## src/verilog/pmcc_pkg.sv

```systemverilog
// Purpose: constants for the power mode clock controller
// Assumes: 200 MHz system clock, register port with 8-bit data
// Notes: offsets are word indices on the plain register port
package pmcc_pkg;
    localparam int unsigned clk_period_ps = 5000;
    localparam logic [3:0] addr_port_g = 4'h0;
    localparam logic [3:0] addr_int_ctrl = 4'h1;
    localparam logic [3:0] addr_win_mode = 4'h2;
    localparam logic [3:0] addr_clk_ctrl = 4'h3;
    localparam logic [3:0] addr_status = 4'h4;
    localparam int unsigned bit_halt_req = 7;
    localparam int unsigned bit_idle_req = 6;
    localparam int unsigned bit_irq_en = 0;
    localparam int unsigned bit_pend = 1;
    localparam int unsigned bit_slow_on = 0;
    localparam int unsigned bit_fast_on = 1;
    localparam int unsigned bit_dual = 2;
    localparam int unsigned bit_core_sel = 3;
    localparam int unsigned bit_dly_sel = 4;
    localparam logic [2:0] win_mode_rst = 3'h0;
    localparam logic [7:0] clk_ctrl_rst = 8'h02;
    localparam logic [8:0] startup_load = 9'h100;
    localparam int unsigned instr_div = 5;
    localparam logic [2:0] instr_div_last = 3'h4;
    localparam int unsigned win_tap_base = 12;
    localparam int unsigned win_count = 5;
    localparam int unsigned idle_timer_width = 17;
    typedef enum logic [3:0] {
        pmcc_run_t_run = 4'b0001,
        pmcc_run_t_halt = 4'b0010,
        pmcc_run_t_start = 4'b0100,
        pmcc_run_t_idle = 4'b1000
    } pmcc_state_t;
endpackage : pmcc_pkg

```

## src/verilog/pmcc_top.sv

```systemverilog
// Purpose: halt, idle and clock mode sequencing for the core
// Assumes: slow and fast oscillator ticks arrive as async pin levels
// Notes: idle timer taps start at bit 12 of the slow-clock counter
//
// Contract
// - writing halt bit 7 stops the core within the next instruction.
// - dual-clock halt stops fast clock, keeps slow osc, idle timer unclocked.
// - halt ends on chip reset pin or on a wake-up event.
// - low reset pin exits halt, clears dual mode, selects high speed.
// - dual-clock halt wake-up always applies the start-up delay.
// - start-up loads 256, counts instruction cycles, releases at underflow.
// - start-up count advances only while oscillator amplitude is good.
// - after dual-clock start-up the idle timer returns to the slow clock.
// - halt-disable option makes halt writes ignored.
// - idle bit 6 stops execution; oscillators and idle timer keep running.
// - leaving dual-clock idle resumes execution on the fast clock.
// - window select offers five periods, 0.125 s up to 2 s.
// - in dual-clock mode the idle timer counts slow ticks except in halt and start-up.
// - selected tap toggle sets pending, raises enabled irq, ends idle.
// - with irq enabled, finish current instruction then service interrupt.
// - idle timer is not software controllable; rst clears it to zero.
// - idle timer interrupt only while its enable bit is set.
// - low-speed entry from dual mode: core select, then fast osc off.
// - low-speed mode keeps slow osc always; idle timer stops in halt.
// - dual mode: core on fast clock, timer slow; needs slow osc first.
module pmcc_top #(
    parameter int unsigned timer_width = pmcc_pkg::idle_timer_width
) (
    input wire logic clk,
    input wire logic rst,
    input wire logic [3:0] reg_addr,
    input wire logic [7:0] reg_wdata,
    input wire logic reg_wr,
    input wire logic reg_rd,
    output logic [7:0] reg_rdata,
    input wire logic reset_pin_n,
    input wire logic wake_event,
    input wire logic halt_disable_opt,
    input wire logic fast_osc_input,
    input wire logic fast_osc_amp_ok,
    input wire logic slow_osc_tick,
    input wire logic instr_done,
    output logic fast_osc_enable,
    output logic slow_osc_enable,
    output logic fast_clk_run,
    output logic core_clk_run,
    output logic core_on_slow,
    output logic idle_timer_on_fast,
    output logic idle_timer_run,
    output logic cpu_exec_en,
    output logic irq_idle_timer,
    output pmcc_pkg::pmcc_state_t pm_state
);
    import pmcc_pkg::*;

    // pin synchronisers: three stages, change on agreement of last two
    localparam int unsigned sync_pins = 5;
    wire [sync_pins-1:0] pin_raw = {slow_osc_tick, fast_osc_input,
        fast_osc_amp_ok, wake_event, reset_pin_n};
    wire [sync_pins-1:0] pin_lvl;
    generate
        for (genvar gi = 0; gi < sync_pins; gi++) begin : g_sync
            logic [2:0] stage_q;
            logic lvl_q;
            always_ff @(posedge clk) begin
                stage_q <= {stage_q[1:0], pin_raw[gi]};
                if (stage_q[2] == stage_q[1]) begin
                    lvl_q <= stage_q[2];
                end
            end
            assign pin_lvl[gi] = lvl_q;
        end
    endgenerate
    wire rpin_q = pin_lvl[0];
    wire wake_lvl_q = pin_lvl[1];
    wire amp_q = pin_lvl[2];
    wire osc_q = pin_lvl[3];
    wire slow_q = pin_lvl[4];

    logic osc_prev_q, slow_prev_q, wake_prev_q;
    always_ff @(posedge clk) begin
        osc_prev_q <= osc_q;
        slow_prev_q <= slow_q;
        wake_prev_q <= wake_lvl_q;
    end
    wire osc_rise = osc_q & ~osc_prev_q;
    wire slow_rise = slow_q & ~slow_prev_q;
    wire wake_rise = wake_lvl_q & ~wake_prev_q;
    wire pin_reset = ~rpin_q;
    wire any_reset = rst | pin_reset;

    // registers
    logic [7:0] clk_ctrl_q;
    logic [2:0] win_mode_q;
    logic irq_en_q, pend_q;
    pmcc_state_t state_q, state_d;
    logic [8:0] start_cnt_q;
    logic [2:0] div_q;
    logic [timer_width-1:0] itimer_q;
    logic tap_prev_q;

    wire wr_port_g = reg_wr && (reg_addr == addr_port_g);
    wire wr_int = reg_wr && (reg_addr == addr_int_ctrl);
    wire wr_win = reg_wr && (reg_addr == addr_win_mode);
    wire wr_clk = reg_wr && (reg_addr == addr_clk_ctrl);

    wire dual_mode = clk_ctrl_q[bit_dual];
    wire low_speed = clk_ctrl_q[bit_core_sel] & ~clk_ctrl_q[bit_fast_on];
    wire in_run = (state_q == pmcc_run_t_run);
    wire halt_req = wr_port_g && reg_wdata[bit_halt_req] && in_run
        && !halt_disable_opt;
    wire idle_req = wr_port_g && reg_wdata[bit_idle_req] && in_run
        && !reg_wdata[bit_halt_req];

    // clock control bits
    logic [7:0] clk_wr_val;
    always_comb begin
        clk_wr_val = reg_wdata;
        if (!dual_mode) begin
            clk_wr_val[bit_core_sel] = 1'b0;
        end
        // fast osc off only after core select
        if (!clk_ctrl_q[bit_core_sel]) begin
            clk_wr_val[bit_fast_on] = 1'b1;
        end
        if (!clk_ctrl_q[bit_slow_on]) begin
            clk_wr_val[bit_dual] = 1'b0;
        end
        // slow osc stays on in low speed
        if (clk_ctrl_q[bit_core_sel]) begin
            clk_wr_val[bit_slow_on] = 1'b1;
        end
        clk_wr_val[7:5] = 3'h0;
    end

    // reset pin returns to high speed
    always_ff @(posedge clk) begin
        if (any_reset) begin
            clk_ctrl_q <= clk_ctrl_rst;
        end else if (wr_clk) begin
            clk_ctrl_q <= clk_wr_val;
        end
    end

    always_ff @(posedge clk) begin
        if (any_reset) begin
            win_mode_q <= win_mode_rst;
        end else if (wr_win) begin
            win_mode_q <= (reg_wdata[2:0] < 3'(win_count)) ?
                reg_wdata[2:0] : win_mode_q;
        end
    end

    // instruction-cycle divider on the fast oscillator
    always_ff @(posedge clk) begin
        if (rst) begin
            div_q <= 3'h0;
        end else if (osc_rise) begin
            div_q <= (div_q == instr_div_last) ? 3'h0 : div_q + 3'h1;
        end
    end
    wire instr_tick = osc_rise && (div_q == instr_div_last);

    // idle timer: free running, not readable
    wire halted = (state_q == pmcc_run_t_halt);
    // no idle timer clock in halt
    wire itimer_src = idle_timer_on_fast ? instr_tick : slow_rise;
    wire itimer_tick = itimer_src && !halted && (state_q != pmcc_run_t_start);
    // chip reset only, no software access
    always_ff @(posedge clk) begin
        if (rst) begin
            itimer_q <= '0;
        end else if (itimer_tick) begin
            itimer_q <= itimer_q + 1'b1;
        end
    end

    function automatic logic tap_sel(input logic [timer_width-1:0] t,
                                     input logic [2:0] sel);
        tap_sel = t[win_tap_base + int'(sel)];
    endfunction : tap_sel

    wire tap_now = tap_sel(itimer_q, win_mode_q);
    always_ff @(posedge clk) begin
        tap_prev_q <= tap_now;
    end
    wire win_event = (tap_now != tap_prev_q) && !halted;

    always_ff @(posedge clk) begin
        if (any_reset) begin
            pend_q <= 1'b0;
            irq_en_q <= 1'b0;
        end else begin
            if (wr_int) begin
                irq_en_q <= reg_wdata[bit_irq_en];
            end
            if (win_event) begin
                pend_q <= 1'b1;
            end else if (wr_int) begin
                pend_q <= reg_wdata[bit_pend];
            end
        end
    end
    assign irq_idle_timer = pend_q & irq_en_q;

    wire start_done = (start_cnt_q == 9'h000) && instr_tick && amp_q;
    always_ff @(posedge clk) begin
        if (any_reset) begin
            start_cnt_q <= startup_load;
        end else if (state_q == pmcc_run_t_halt) begin
            start_cnt_q <= startup_load;
        end else if (state_q == pmcc_run_t_start && instr_tick && amp_q) begin
            start_cnt_q <= start_cnt_q - 9'h001;
        end
    end

    logic halt_pend_q, idle_pend_q;
    always_ff @(posedge clk) begin
        if (any_reset || !in_run) begin
            halt_pend_q <= 1'b0;
            idle_pend_q <= 1'b0;
        end else begin
            halt_pend_q <= halt_pend_q | halt_req;
            idle_pend_q <= idle_pend_q | idle_req;
        end
    end

    always_comb begin
        state_d = state_q;
        case (state_q)
            pmcc_run_t_run: begin
                if (halt_pend_q && instr_done) begin
                    state_d = pmcc_run_t_halt;
                end else if (idle_pend_q && instr_done) begin
                    state_d = pmcc_run_t_idle;
                end
            end
            pmcc_run_t_halt: begin
                if (wake_rise) begin
                    state_d = (low_speed || !dual_mode && !clk_ctrl_q[
                        bit_dly_sel]) ? pmcc_run_t_run : pmcc_run_t_start;
                end
                if (!low_speed && dual_mode && wake_rise) begin
                    state_d = pmcc_run_t_start;
                end
            end
            pmcc_run_t_start: begin
                if (start_done) begin
                    state_d = pmcc_run_t_run;
                end
            end
            pmcc_run_t_idle: begin
                if (win_event || wake_rise) begin
                    state_d = pmcc_run_t_run;
                end
            end
            default: state_d = pmcc_run_t_run;
        endcase
    end

    always_ff @(posedge clk) begin
        if (any_reset) begin
            state_q <= pmcc_run_t_run;
        end else begin
            state_q <= state_d;
        end
    end

    // outputs
    assign pm_state = state_q;
    assign fast_osc_enable = clk_ctrl_q[bit_fast_on] && !halted;
    assign slow_osc_enable = clk_ctrl_q[bit_slow_on] || low_speed;
    assign fast_clk_run = clk_ctrl_q[bit_fast_on] && !halted;
    assign core_clk_run = in_run;
    assign cpu_exec_en = in_run;
    // fast core clock unless core select is set
    assign core_on_slow = clk_ctrl_q[bit_core_sel];
    // timer on fast clock in start-up
    assign idle_timer_on_fast = (state_q == pmcc_run_t_start) || !dual_mode
        && !low_speed;
    assign idle_timer_run = !halted;

    // register read port, data one cycle later
    logic [7:0] rd_val;
    always_comb begin
        if (reg_addr == addr_port_g) begin
            rd_val = {halt_pend_q, idle_pend_q, 6'h00};
        end else if (reg_addr == addr_int_ctrl) begin
            rd_val = {6'h00, pend_q, irq_en_q};
        end else if (reg_addr == addr_win_mode) begin
            rd_val = {5'h00, win_mode_q};
        end else if (reg_addr == addr_clk_ctrl) begin
            rd_val = clk_ctrl_q;
        end else if (reg_addr == addr_status) begin
            rd_val = {4'h0, state_q};
        end else begin
            rd_val = 8'h00;
        end
    end
    always_ff @(posedge clk) begin
        if (rst) begin
            reg_rdata <= 8'h00;
        end else begin
            reg_rdata <= reg_rd ? rd_val : 8'h00;
        end
    end
endmodule : pmcc_top
```

## config.mk

```make
export PLATFORM = sky130hd
export DESIGN_NAME = pmcc_top
export DESIGN_NICKNAME = d
export VERILOG_FILES = /design/src/verilog/pmcc_pkg.sv /design/src/verilog/pmcc_top.sv
export SDC_FILE = /design/constraint.sdc
export NUM_CORES = 1
export LEC_CHECK = 0
export BUFFER_PORTS_ARGS = -buffer_cell sky130_fd_sc_hd__buf_2
export CORE_MARGIN = 2
export CORE_UTILIZATION = 60
export CTS_CLUSTER_DIAMETER = 200
export DETAILED_ROUTE_END_ITERATION = 8
export GPL_ROUTABILITY_DRIVEN = 0
export MAX_ROUTING_LAYER = met4
export PLACE_DENSITY = 0.83
export SYNTH_ARGS = -nofsm -noshare
export SYNTH_HDL_FRONTEND = slang
export SYNTH_SLANG_ARGS = --single-unit
export TNS_END_PERCENT = 100
```

## constraint.sdc

```tcl
create_clock -name clk -period 4.8 [get_ports clk]
set_clock_uncertainty 0.15 [all_clocks]
set_input_delay 0.24 -clock clk [delete_from_list [all_inputs] [get_ports clk]]
set_output_delay 0.24 -clock clk [all_outputs]
set_load 0.1 [all_outputs]
```

==> summary.txt, run 1 <==
Timing
  – Slew Viols, Final: 0
  – RSZ-0062 raised after global routing: false
  – Post-layout minimum cycle time: 2664 ps
  – Final hold vios: 0
  – Fin crit share: 55.49%
  – Final-report setup violation count: 0
  – Rel. slew slack: 47.47%
  – Total negative slack: 0 ps
  – Actual slew at the worst max-slew pin: 777.0 ps
  – Peak Freq: 375.4 MHz

Yosys
  – Most common cell in the netlist: dfxtp_1
  – Synth unique cells: 58
  – Synth area leaders: dfxtp_1 44%, nor2_1 5.0%, edfxtp_1 4.7%
  – EDFF count, synth: 5
  – Synth cell count leaders: 71 x dfxtp_1, 43 x nor2_1, 20 x a21oi_1, 20 x nand2_1, 13 x o21ai_0
  – Syn avg cell area: 9.386 µm²
  – Commonest register cell after synthesis: dfxtp_1
  – Top cell type by total area after synthesis: dfxtp_1
  – Synth async-reset ratio: 0%
  – Post-synth net total: 369
  – Register bit total from synthesis: 76
  – Ys Warns: 0
  – Mapped Cells: 341
  – Share of the synthesized area in the top cell type: 44.41%
  – Post-synthesis sequential area ratio: 49.10%
  – Mapped Area: 3201 µm²

Die
  – Die X-Extent: 77.04 µm
  – Number of top-level pins: 44
  – Starting Density: 62.27%
  – Row cnt: 26
  – Chip height: 77.04 µm
  – Core region area: 5140 µm²
  – Die ar.: 5934 µm²

Worst setup path
  – Worst path required time: 4920 ps
  – Reg2reg path depth: 7
  – Critical Path Source Type: register
  – CP bufs+invs: 1
  – Setup crit end kind: register
  – CP Class: reg2reg
  – Slowest Stage Delay on Critical Path: 620 ps
  – Critical R2R Launch: div_q[0]
  – Slowest CP cell: nor3b_2
  – CP arrival: 2790 ps
  – Top delay family on crit path: simple AND/OR/NAND/NOR gates
  – R2R Setup Slk: 2140 ps
  – FF-to-FF End: itimer_q[13]
  – CP max FO: 11
  – Critical path, cell by cell: inv_1 -> ha_1 -> and4b_1 -> nor3b_2 -> o2111ai_2 -> or3_1 -> a21oi_1

Drt
  – WL/cell: 13.38 µm
  – Via density: 5.473
  – Max Used Layer: met4
  – # DRC: 0
  – Iteration-0 DRC Markers: 93
  – Post-route ant nets: 0
  – WL met3: 354 µm
  – Drt pass-1 iters: 4
  – DRT Wirelength: 6.170 mm
  – Routed wl met2: 2.844 mm
  – Wl on met1: 2.816 mm
  – DR vias: 2523

CTS
  – Max clock buf depth: 2
  – Clk slew on worst S/H paths: 80 ps
  – # H-tree levels: 3
  – CTS sink cnt: 76
  – CTS tree: built
  – Worst-Skew Late Latency: 350 ps
  – Total CTS buffers: 9
  – CTS Root Cell: clkbuf_8

Cells and area
  – Non-filler cells, final: 461
  – Multi-input logic area: 1528 µm²
  – Final nets: 414
  – # fillers: 435
  – Layout cells sized above 1: 17.65%
  – Area Overhead vs Synth: 15.32%
  – Diode count: 0
  – Final Cell Area: 3691 µm²
  – FF+latch area: 1572 µm²

Min path
  – Hold Startpoint: reg_wdata[6]
  – Hold Crit Class: in2reg
  – Hold depth: 3
  – Worst Hold End: idle_pend_q

GRT
  – GRT Util Overall: 22.73%
  – Aggregate global routing overflow: 0
  – Initial antenna violation count: 0
  – First-pass GRT wire length: 10.50 mm
  – Vias in the first global route: 2418
  – Largest net degree at the start of global routing: 27

Pwr
  – Clock group share of total power: 40.4%
  – Pwr per Cell Area: 324.7 nW/µm²
  – Comb pwr share: 4.5%
  – Sw power: 272.0 µW
  – Seq pwr share: 55.0%
  – Peak VDD IR: 0.2292 mV
  – Sw frac: 22.70%
  – Leakage power: 0.001419 µW
  – Power Internal: 926.5 µW

Placed design
  – PortBufs: 41
  – Dpl cells: 439
  – Dpl cell area: 3430 µm²
  – Dpl hpwl: 4.296 mm

Job
  – Number of max-cap violations: 0

Outcome
  – Status: finished, final reports clean
-- sequential cells by signal, indices dropped and copies added, names as in the netlist --
signal,flops
osc_prev_q,1
itimer_q,17
pend_q,1
wake_prev_q,1
slow_prev_q,1
g_sync.lvl_q,4
amp_q,1
div_q,3
start_cnt_q,9
idle_pend_q,1
clk_ctrl_q,5
tap_prev_q,1
reg_rdata,7
win_mode_q,3
g_sync.stage_q,15
halt_pend_q,1
pm_state,4
irq_en_q,1
-- through the flow --
step / worst slack (ps) / util [%] / total power [µW] / hold WS [ps]
after floorplan: 744.3 / - / 707.3 / 117.7
after global placement: 2265 / 66.72 / 722.2 / 160.0
after detailed placement: 2161 / 66.72 / 724.8 / 163.2
after CTS: 2126 / 71.81 / 1212 / 7.908
after global routing: 1864 / 71.81 / 1240 / 29.95
final: 2136 / 71.81 / 1199 / 20.55
-- layer usage --
layer | global-route usage [%] | vias to the layer above
li1 | - | 1287
met1 | 27.61 | 1144
met2 | 35.61 | 75
met3 | 5.059 | 17
met4 | 11.79 | 0
met5 | - | -
-- timing repair --
action                    in CTS  in global routing
hold buffers                   6                  0
hold endpoints to repair       6                  0
gates resized for setup        0                  0
buffers inserted               0                  0
-- cells by family (layout without fill, tap and decap cells) --
family	count (synthesis)	count (layout)	share of synthesized area, %
simple gates	142	142	24.20
flops	76	76	49.10
compound gates	64	64	12.82
xor+xnor	23	23	6.294
buf+inv	23	73	3.166
mux	7	7	2.346
fa+ha+maj	5	5	1.955
other cells	1	1	0.1172
-- cell type report --
class                   count  area share [%]
repair buffers             47           7.186
inverters                  10           1.017
flip-flops and latches     76           42.58
clock buffers              10           3.729
well taps                  70           2.373
multi-input cells         242           41.39
clock inverters             6           1.729
-- worst max-delay path by stage --
stage	start	endpoint	slack (ps)	cells past startpoint
final	div_q[0]	itimer_q[13]	2140	7
after global routing	div_q[0]	itimer_q[13]	1860	7
after CTS	div_q[0]	itimer_q[13]	2130	7
after detailed placement	div_q[0]	itimer_q[13]	2160	7
after global placement	div_q[0]	itimer_q[13]	2270	7
after floorplan	pm_state[0]	cpu_exec_en	740	2
-- tightest hold or removal path, cell delays in order --
cell and delay [ps]:
buf_2 80, a31oi_1 80, nor2_1 80
-- cells in the final DEF (no fill, tap or decap), types with 3 or more instances in the layout --
cell type      instances
a21oi_1               20
a22oi_1                3
and2_1                 7
and3_1                 4
buf_2                 41
clkbuf_8              10
dfxtp_1               71
dlygate4sd3_1          6
edfxtp_1               5
ha_1                   5
inv_1                 10
mux2_2                 3
mux2i_1                3
nand2_1               20
nand2b_1               6
nand3_1               12
nand4_1                5
nor2_1                43
nor2b_1                9
nor3_1                10
o2111ai_1              3
o211ai_1               7
o21ai_0               13
or3_1                  6
xnor2_1               12
xor2_1                11
-- power groups by stage --
| stage | clock network (µW) | logic (µW) | registers (µW) |
|---|---|---|---|
| floorplan | 0 | 32.7 | 675 |
| global placement | 0 | 48.6 | 674 |
| detailed placement | 0 | 50.5 | 674 |
| CTS | 498 | 54.3 | 660 |
| global route | 519 | 60.2 | 661 |
| finish | 485 | 54.5 | 659 |
Note: power is estimated with default switching activity, not from simulation.
==> inputs of run 2 (changes only) <==
--- a/config.mk
+++ b/config.mk
@@ -5,14 +5,15 @@
 export SDC_FILE = /design/constraint.sdc
 export NUM_CORES = 1
 export LEC_CHECK = 0
+export ABC_AREA = 1
 export BUFFER_PORTS_ARGS = -buffer_cell sky130_fd_sc_hd__buf_2
 export CORE_MARGIN = 2
-export CORE_UTILIZATION = 60
+export CORE_UTILIZATION = 57
 export CTS_CLUSTER_DIAMETER = 200
 export DETAILED_ROUTE_END_ITERATION = 8
 export GPL_ROUTABILITY_DRIVEN = 0
 export MAX_ROUTING_LAYER = met4
-export PLACE_DENSITY = 0.83
+export PLACE_DENSITY = 0.79
 export SYNTH_ARGS = -nofsm -noshare
 export SYNTH_HDL_FRONTEND = slang
 export SYNTH_SLANG_ARGS = --single-unit
==> constraint.sdc (replaced) <==
create_clock -name clk -period 2.7 [get_ports clk]
set_clock_uncertainty 0.15 [all_clocks]
set_input_delay 0.135 -clock clk [delete_from_list [all_inputs] [get_ports clk]]
set_output_delay 0.135 -clock clk [all_outputs]
set_load 0.1 [all_outputs]
==> run 2 against run 1 <==
  * Synthesized cell count up 27%
  * Routed wire length up 21%
  * Worst hold slack worse by 8.0 ps
  * Core utilization down 0.53 points
  * Highest routed layer unchanged
==> summary.txt, run 2 <==
Outcome
  – Status: finished, final reports clean

Yosys
  – Post-synth net total: 460
  – Top cell type by total area after synthesis: dfxtp_1
  – Most common cell in the netlist: nand2_1
  – Commonest register cell after synthesis: dfxtp_1
  – Share of the synthesized area in the top cell type: 42.42%
  – Synth cell count leaders: 96 x nand2_1, 71 x dfxtp_1, 66 x inv_1, 42 x nor2_1, 31 x a21oi_1
  – Post-synthesis sequential area ratio: 46.90%
  – Synth area leaders: dfxtp_1 42%, nand2_1 11%, inv_1 7.4%
  – EDFF count, synth: 5
  – Synth unique cells: 36
  – XOR/XNOR Fraction of Synth Area: 4.444%
  – Ys Warns: 0
  – Mapped Cells: 432
  – Mapped Area: 3351 µm²
  – Post-synthesis mux area share: 0%
  – Largest family of logic cells by synthesized area: simple AND/OR/NAND/NOR gates
  – Post-synthesis compound-gate area fraction: 11.05%
  – Synth async-reset ratio: 0%
  – Simple-Gate Fraction of Synth Area: 26.51%
  – Synth Area in Adders: 1.867%
  – Register bit total from synthesis: 76
  – Syn avg cell area: 7.756 µm²

Pwr
  – Sw power: 536.8 µW
  – Clock group share of total power: 42.3%
  – Peak VDD IR: 0.4719 mV
  – Leakage power: 0.001637 µW
  – Comb pwr share: 5.9%
  – Seq pwr share: 51.8%
  – Sw frac: 23.64%
  – Pwr per Cell Area: 568.0 nW/µm²
  – Power Internal: 1734 µW

GRT
  – Vias in the first global route: 2826
  – Initial antenna violation count: 0
  – Aggregate global routing overflow: 0
  – Largest net degree at the start of global routing: 17
  – First-pass GRT wire length: 12.31 mm
  – GRT Util Overall: 25.73%

Job
  – Number of max-cap violations: 0

Timing
  – Final worst setup slack: 675.1 ps
  – RSZ-0062 raised after global routing: false
  – Total negative slack: 0 ps
  – Post-layout minimum cycle time: 2025 ps
  – Peak Freq: 493.9 MHz
  – Final-report setup violation count: 0
  – Slew Viols, Final: 0
  – Fin crit share: 75.00%
  – Min Hold Slack: 12.53 ps
  – Final hold vios: 0

Worst setup path
  – Setup crit end kind: register
  – Critical R2R Launch: div_q[0]
  – CP arrival: 2160 ps
  – CP Class: reg2reg
  – Worst path required time: 2830 ps
  – R2R Setup Slk: 680 ps
  – Reg2reg path depth: 11
  – Worst Setup SP: div_q[0]
  – CP endpoint: itimer_q[5]
  – CP max FO: 16
  – FF-to-FF End: itimer_q[5]
  – Critical Path Source Type: register

Die
  – Number of top-level pins: 44
  – Chip height: 80.67 µm
  – Core region area: 5608 µm²
  – Die ar.: 6508 µm²
  – Starting Density: 59.75%
  – Die X-Extent: 80.67 µm
  – Row cnt: 27

Placed design
  – Dpl cell area: 3613 µm²
  – Dpl hpwl: 5.116 mm
  – Dpl ws: 674.9 ps
  – PortBufs: 41

Cells and area
  – Util after Layout: 71.29%
  – Layout cells sized above 1: 17.43%
  – Commonest non-fill, non-tap cell in the layout: nand2_1
  – Commonest cells after routing, fill and taps aside: 96 x nand2_1, 67 x dfxtp_1, 66 x inv_1, 41 x nor2_1, 41 x buf_2
  – Largest registers: itimer_q x17, g_sync.stage_q x15, start_cnt_q x9
  – Area Overhead vs Synth: 19.31%
  – Final Cell Area: 3998 µm²
  – Diode count: 0
  – Largest register by flop count: itimer_q
  – Final nets: 522
  – Max reg flops: 17

Drt
  – Max Used Layer: met4
  – WL met3: 329 µm
  – DR vias: 2992
  – Post-route ant nets: 0
  – Routed wl met2: 3.849 mm
  – # DRC: 0
  – Via density: 5.240
  – Iteration-0 DRC Markers: 220
  – WL/cell: 13.05 µm
  – Drt pass-1 iters: 4
  – Wl on met1: 3.090 mm
  – DRT Wirelength: 7.454 mm

CTS
  – Setup bufs post-CTS: 0
  – # H-tree levels: 3
  – Clk slew on worst S/H paths: 80 ps
  – Worst-Skew Late Latency: 350 ps
  – CTS Root Cell: clkbuf_8
  – CTS tree: built
  – CTS sink cnt: 76
  – Max clock buf depth: 2
  – Total CTS buffers: 9

Min path
  – Hold Crit Class: in2reg
-- run 2: cell count changes after synthesis, moves of 5 or more --
cell	change
inv_1	+56
nand4_1	+5
nand3_1	+10
a21oi_1	+11
nand2b_1	-6
and2_1	-7
a21oi_2	+8
xnor2_1	-5
or3_1	-6
nor2b_1	-9
clkbuf_1	-6
nand2_1	+76
-- run 2: cell type report --
class,count,area [µm²]
clock buffer,9,123.9
clock inverter,7,100.1
fill,455,1610
inverter,69,260.3
multi-input combinational,281,1481
sequential,76,1577
tap,72,90.09
timing repair buffer,57,365.4
-- run 2: through the flow --
stage	total power (µW)	instances
2_1_floorplan	1280	432
3_3_place_gp	1313	539
3_5_place_dp	1319	539
4_1_cts	2275	571
5_1_grt	2351	571
6_report	2271	571
-- run 2: power groups by stage --
stage	logic (µW)	clock network (µW)	registers (µW)
floorplan	74.4	0	1210
global placement	112	0	1200
detailed placement	116	0	1200
CTS	132	966	1180
global route	145	1030	1180
finish	133	962	1180
-- run 2: cell families after synthesis --
family	after synthesis
adder cells (fa/ha/maj)	5
buffers and inverters	75
flip-flops	76
XOR/XNOR	17
other	1
AND/OR/NAND/NOR	195
AO/OA/AOI/OAI	63
-- run 2: metal layers --
metal | vias up | track usage, %
li1 | 1506 | -
met1 | 1387 | 28.03
met2 | 83 | 45.92
met3 | 16 | 4.045
met4 | 0 | 11.86
met5 | - | -
-- run 2: worst min path at each step --
stage / startpoint / to / slack [ps] / depth (start not counted)
3_3_place_gp: reset_pin_n / g_sync[0].stage_q[0] / 90 / 1
2_1_floorplan: reset_pin_n / g_sync[0].stage_q[0] / 10 / 0
3_5_place_dp: fast_osc_amp_ok / g_sync[2].stage_q[0] / 90 / 1
5_1_grt: reg_addr[0] / reg_rdata[4] / 30 / 3
6_report: reg_addr[0] / reg_rdata[4] / 10 / 3
4_1_cts: reg_addr[0] / reg_rdata[4] / 9 / 3
-- run 2: critical path, stage by stage, from the launching register on --
cell and delay [ps]:
dfxtp_1 370, inv_1 80, ha_1 190, nand2_1 120
nor2_2 80, nor2_1 170, nor3_4 60, nand2_4 210
clkinv_2 220, nand2_1 120, o21ai_0 70, a21oi_1 120
-- run 2: repair_timing --
action	in CTS	in global routing
hold buffers	16	0
hold endpoints to repair	15	0
resized for setup	0	0
endpoints found under the setup margin	0	0
==> inputs of run 3 (changes only) <==
==> constraint.sdc (replaced) <==
create_clock -name clk -period 2 [get_ports clk]
set_clock_uncertainty 0.15 [all_clocks]
set_input_delay 0.1 -clock clk [delete_from_list [all_inputs] [get_ports clk]]
set_output_delay 0.1 -clock clk [all_outputs]
set_load 0.1 [all_outputs]
==> run 3 against run 2 <==
  * Sequential power is 34% higher
  * Sequential share of layout area is 0.98 points lower
  * Register-to-register slack worse by 560 ps
  * Total power is 30% higher
  * Cell count is 2.1% higher
  * Largest power group unchanged
  * Critical path depth is 3 lower
  * Flip-flop and latch count stayed put
  * Combinational power is 53% higher
  * Cell area is 3.1% higher
  * Die area stayed put
  * Via count is 2.4% higher
  * Setup slack worse by 620 ps
==> summary.txt, run 3 (synthesis gave the netlist of run 2 again) <==
Outcome
  – Status: finished, final reports clean

Pwr
  – Comb pwr share: 6.9%
  – Power Internal: 2215 µW
  – Seq pwr share: 53.6%
  – Peak VDD IR: 0.6953 mV
  – Sw power: 738.6 µW
  – Pwr per Cell Area: 716.4 nW/µm²
  – Sw frac: 25.01%
  – Power, Total: 2953 µW
  – Leakage power: 0.001676 µW
  – Clock group share of total power: 39.5%

CTS
  – CTS Root Cell: clkbuf_8
  – Clk slew on worst S/H paths: 80 ps
  – # H-tree levels: 3
  – Worst-Skew Late Latency: 350 ps
  – Total CTS buffers: 9
  – CTS sink cnt: 76
  – CTS tree: built
  – Max clock buf depth: 2

Worst setup path
  – Critical Path Source Type: primary input
  – Worst path required time: 2130 ps
  – Critical path, cell by cell: dlygate4sd3_1 -> buf_2 -> nor2_2 -> nand2_1 -> nor2_2 -> nand4_1 -> dlygate4sd3_1 -> a21oi_1
  – CP max FO: 3
  – Setup crit end kind: register
  – Slowest CP cell: dlygate4sd3_1
  – CP arrival: 2080 ps
  – Slowest Stage Delay on Critical Path: 590 ps
  – CP Class: in2reg

Timing
  – Fin crit share: 97.42%
  – Slew Viols, Final: 0
  – RSZ-0062 raised after global routing: false
  – Post-layout minimum cycle time: 1948 ps
  – Final hold vios: 0
  – Peak Freq: 513.2 MHz
  – Min Hold Slack: 46.92 ps
  – Final-report setup violation count: 0
  – Final worst setup slack: 51.60 ps

Drt
  – DR vias: 3063
  – WL/cell: 14.08 µm
  – Drt pass-1 iters: 4
  – Via density: 5.254
  – Iteration-0 DRC Markers: 183
  – DRT Wirelength: 8.208 mm
  – # DRC: 0
  – Post-route ant nets: 0

Cells and area
  – Multi-input logic area: 1510 µm²
  – Max reg flops: 17
  – FF+latch area: 1585 µm²
  – # fillers: 408
  – Diode count: 0
  – Largest register by flop count: itimer_q
  – Layout cells sized above 1: 20.74%
  – Util after Layout: 73.52%
  – Final nets: 534
  – Largest registers: itimer_q x17, g_sync.stage_q x15, start_cnt_q x9
  – Commonest non-fill, non-tap cell in the layout: nand2_1
  – Commonest cells after routing, fill and taps aside: 94 x nand2_1, 66 x dfxtp_1, 61 x inv_1, 40 x buf_2, 37 x nor2_1
  – Area Overhead vs Synth: 23.04%

Placed design
  – Dpl ws: 91.47 ps
  – PortBufs: 41
  – Dpl hpwl: 5.076 mm

Die
  – Chip height: 80.67 µm
  – Die ar.: 6508 µm²
  – Core region area: 5608 µm²
  – Number of top-level pins: 44
  – Die X-Extent: 80.67 µm
  – Row cnt: 27
  – Starting Density: 59.75%

GRT
  – First-pass GRT wire length: 13.22 mm
  – Vias in the first global route: 3016
  – Aggregate global routing overflow: 0
  – Largest net degree at the start of global routing: 14
  – Initial antenna violation count: 0
  – GRT Util Overall: 27.49%

Min path
  – Hold Crit Class: in2reg

Job
  – Number of max-cap violations: 0
==> run 3: cell types whose count changed in the layout (fill, tap and decap cells not counted), moves of 2 or more <==
cell / before / now
buf_4: 0 / 7
dlygate4sd3_1: 16 / 22
inv_1: 66 / 61
nor2_1: 41 / 37
clkinvlp_4: 0 / 3
dfxtp_4: 0 / 3
inv_2: 2 / 5
nor2_2: 3 / 6
dfxtp_2: 4 / 2
nand2_1: 96 / 94
nand2_2: 1 / 3
==> run 3: layout make-up <==
| cell class | count | area share [%] |
|---|---|---|
| sequential | 76 | 38.45 |
| multi-input combinational | 281 | 36.63 |
| timing repair buffer | 69 | 11.47 |
| inverter | 69 | 6.586 |
| clock buffer | 10 | 3.096 |
| tap | 72 | 2.185 |
| clock inverter | 6 | 1.578 |
==> run 3: power by group through the flow <==
stage,sequential (µW),clock (µW),combinational (µW)
floorplan,1620,0,102
global placement,1620,0,154
detailed placement,1620,0,159
CTS,1580,1170,190
global route,1590,1240,218
finish,1580,1170,203
==> run 3: per-layer routing <==
layer / up-vias / track usage, % / routed length (µm)
li1: 1531 / - / -
met1: 1387 / 30.94 / 3357
met2: 121 / 45.83 / 4202
met3: 24 / 6.517 / 464
met4: 0 / 13.56 / 182
met5: - / - / 0
==> run 3: critical path: cells and delay by family <==
kind	cells	cell delay, ps
buffers and inverters	3	1270
AOI/OAI and AO/OA	1	160
and+or+nand+nor	4	540
==> run 3: repair_timing <==
action / in CTS / in global routing
hold endpoints to repair: 29 / 0
hold buffers: 22 / 0
setup buffers: 0 / 2
resized for setup: 0 / 9
setup endpoints to repair: 0 / 9
==> run 3: through the flow <==
step / instances / setup TNS (ps) / area [µm²]
after floorplan: 432 / -769.4 / 3393
after global placement: 543 / 0 / 3674
after detailed placement: 543 / 0 / 3674
after CTS: 581 / 0 / 4086
after global routing: 583 / 0 / 4123
final: 583 / 0 / 4123
==> run 3: path summary, 6_finish.rpt <==
kind                                to  slack (ps)            startpoint  depth (start not counted)
setup reg to reg           idle_pend_q         120           pm_state[2]                          6
setup / recovery           idle_pend_q          50           reg_addr[1]                          8
hold reg to reg   g_sync[2].stage_q[1]         180  g_sync[2].stage_q[0]                          0
hold / removal           win_mode_q[0]          50                reg_wr                          3
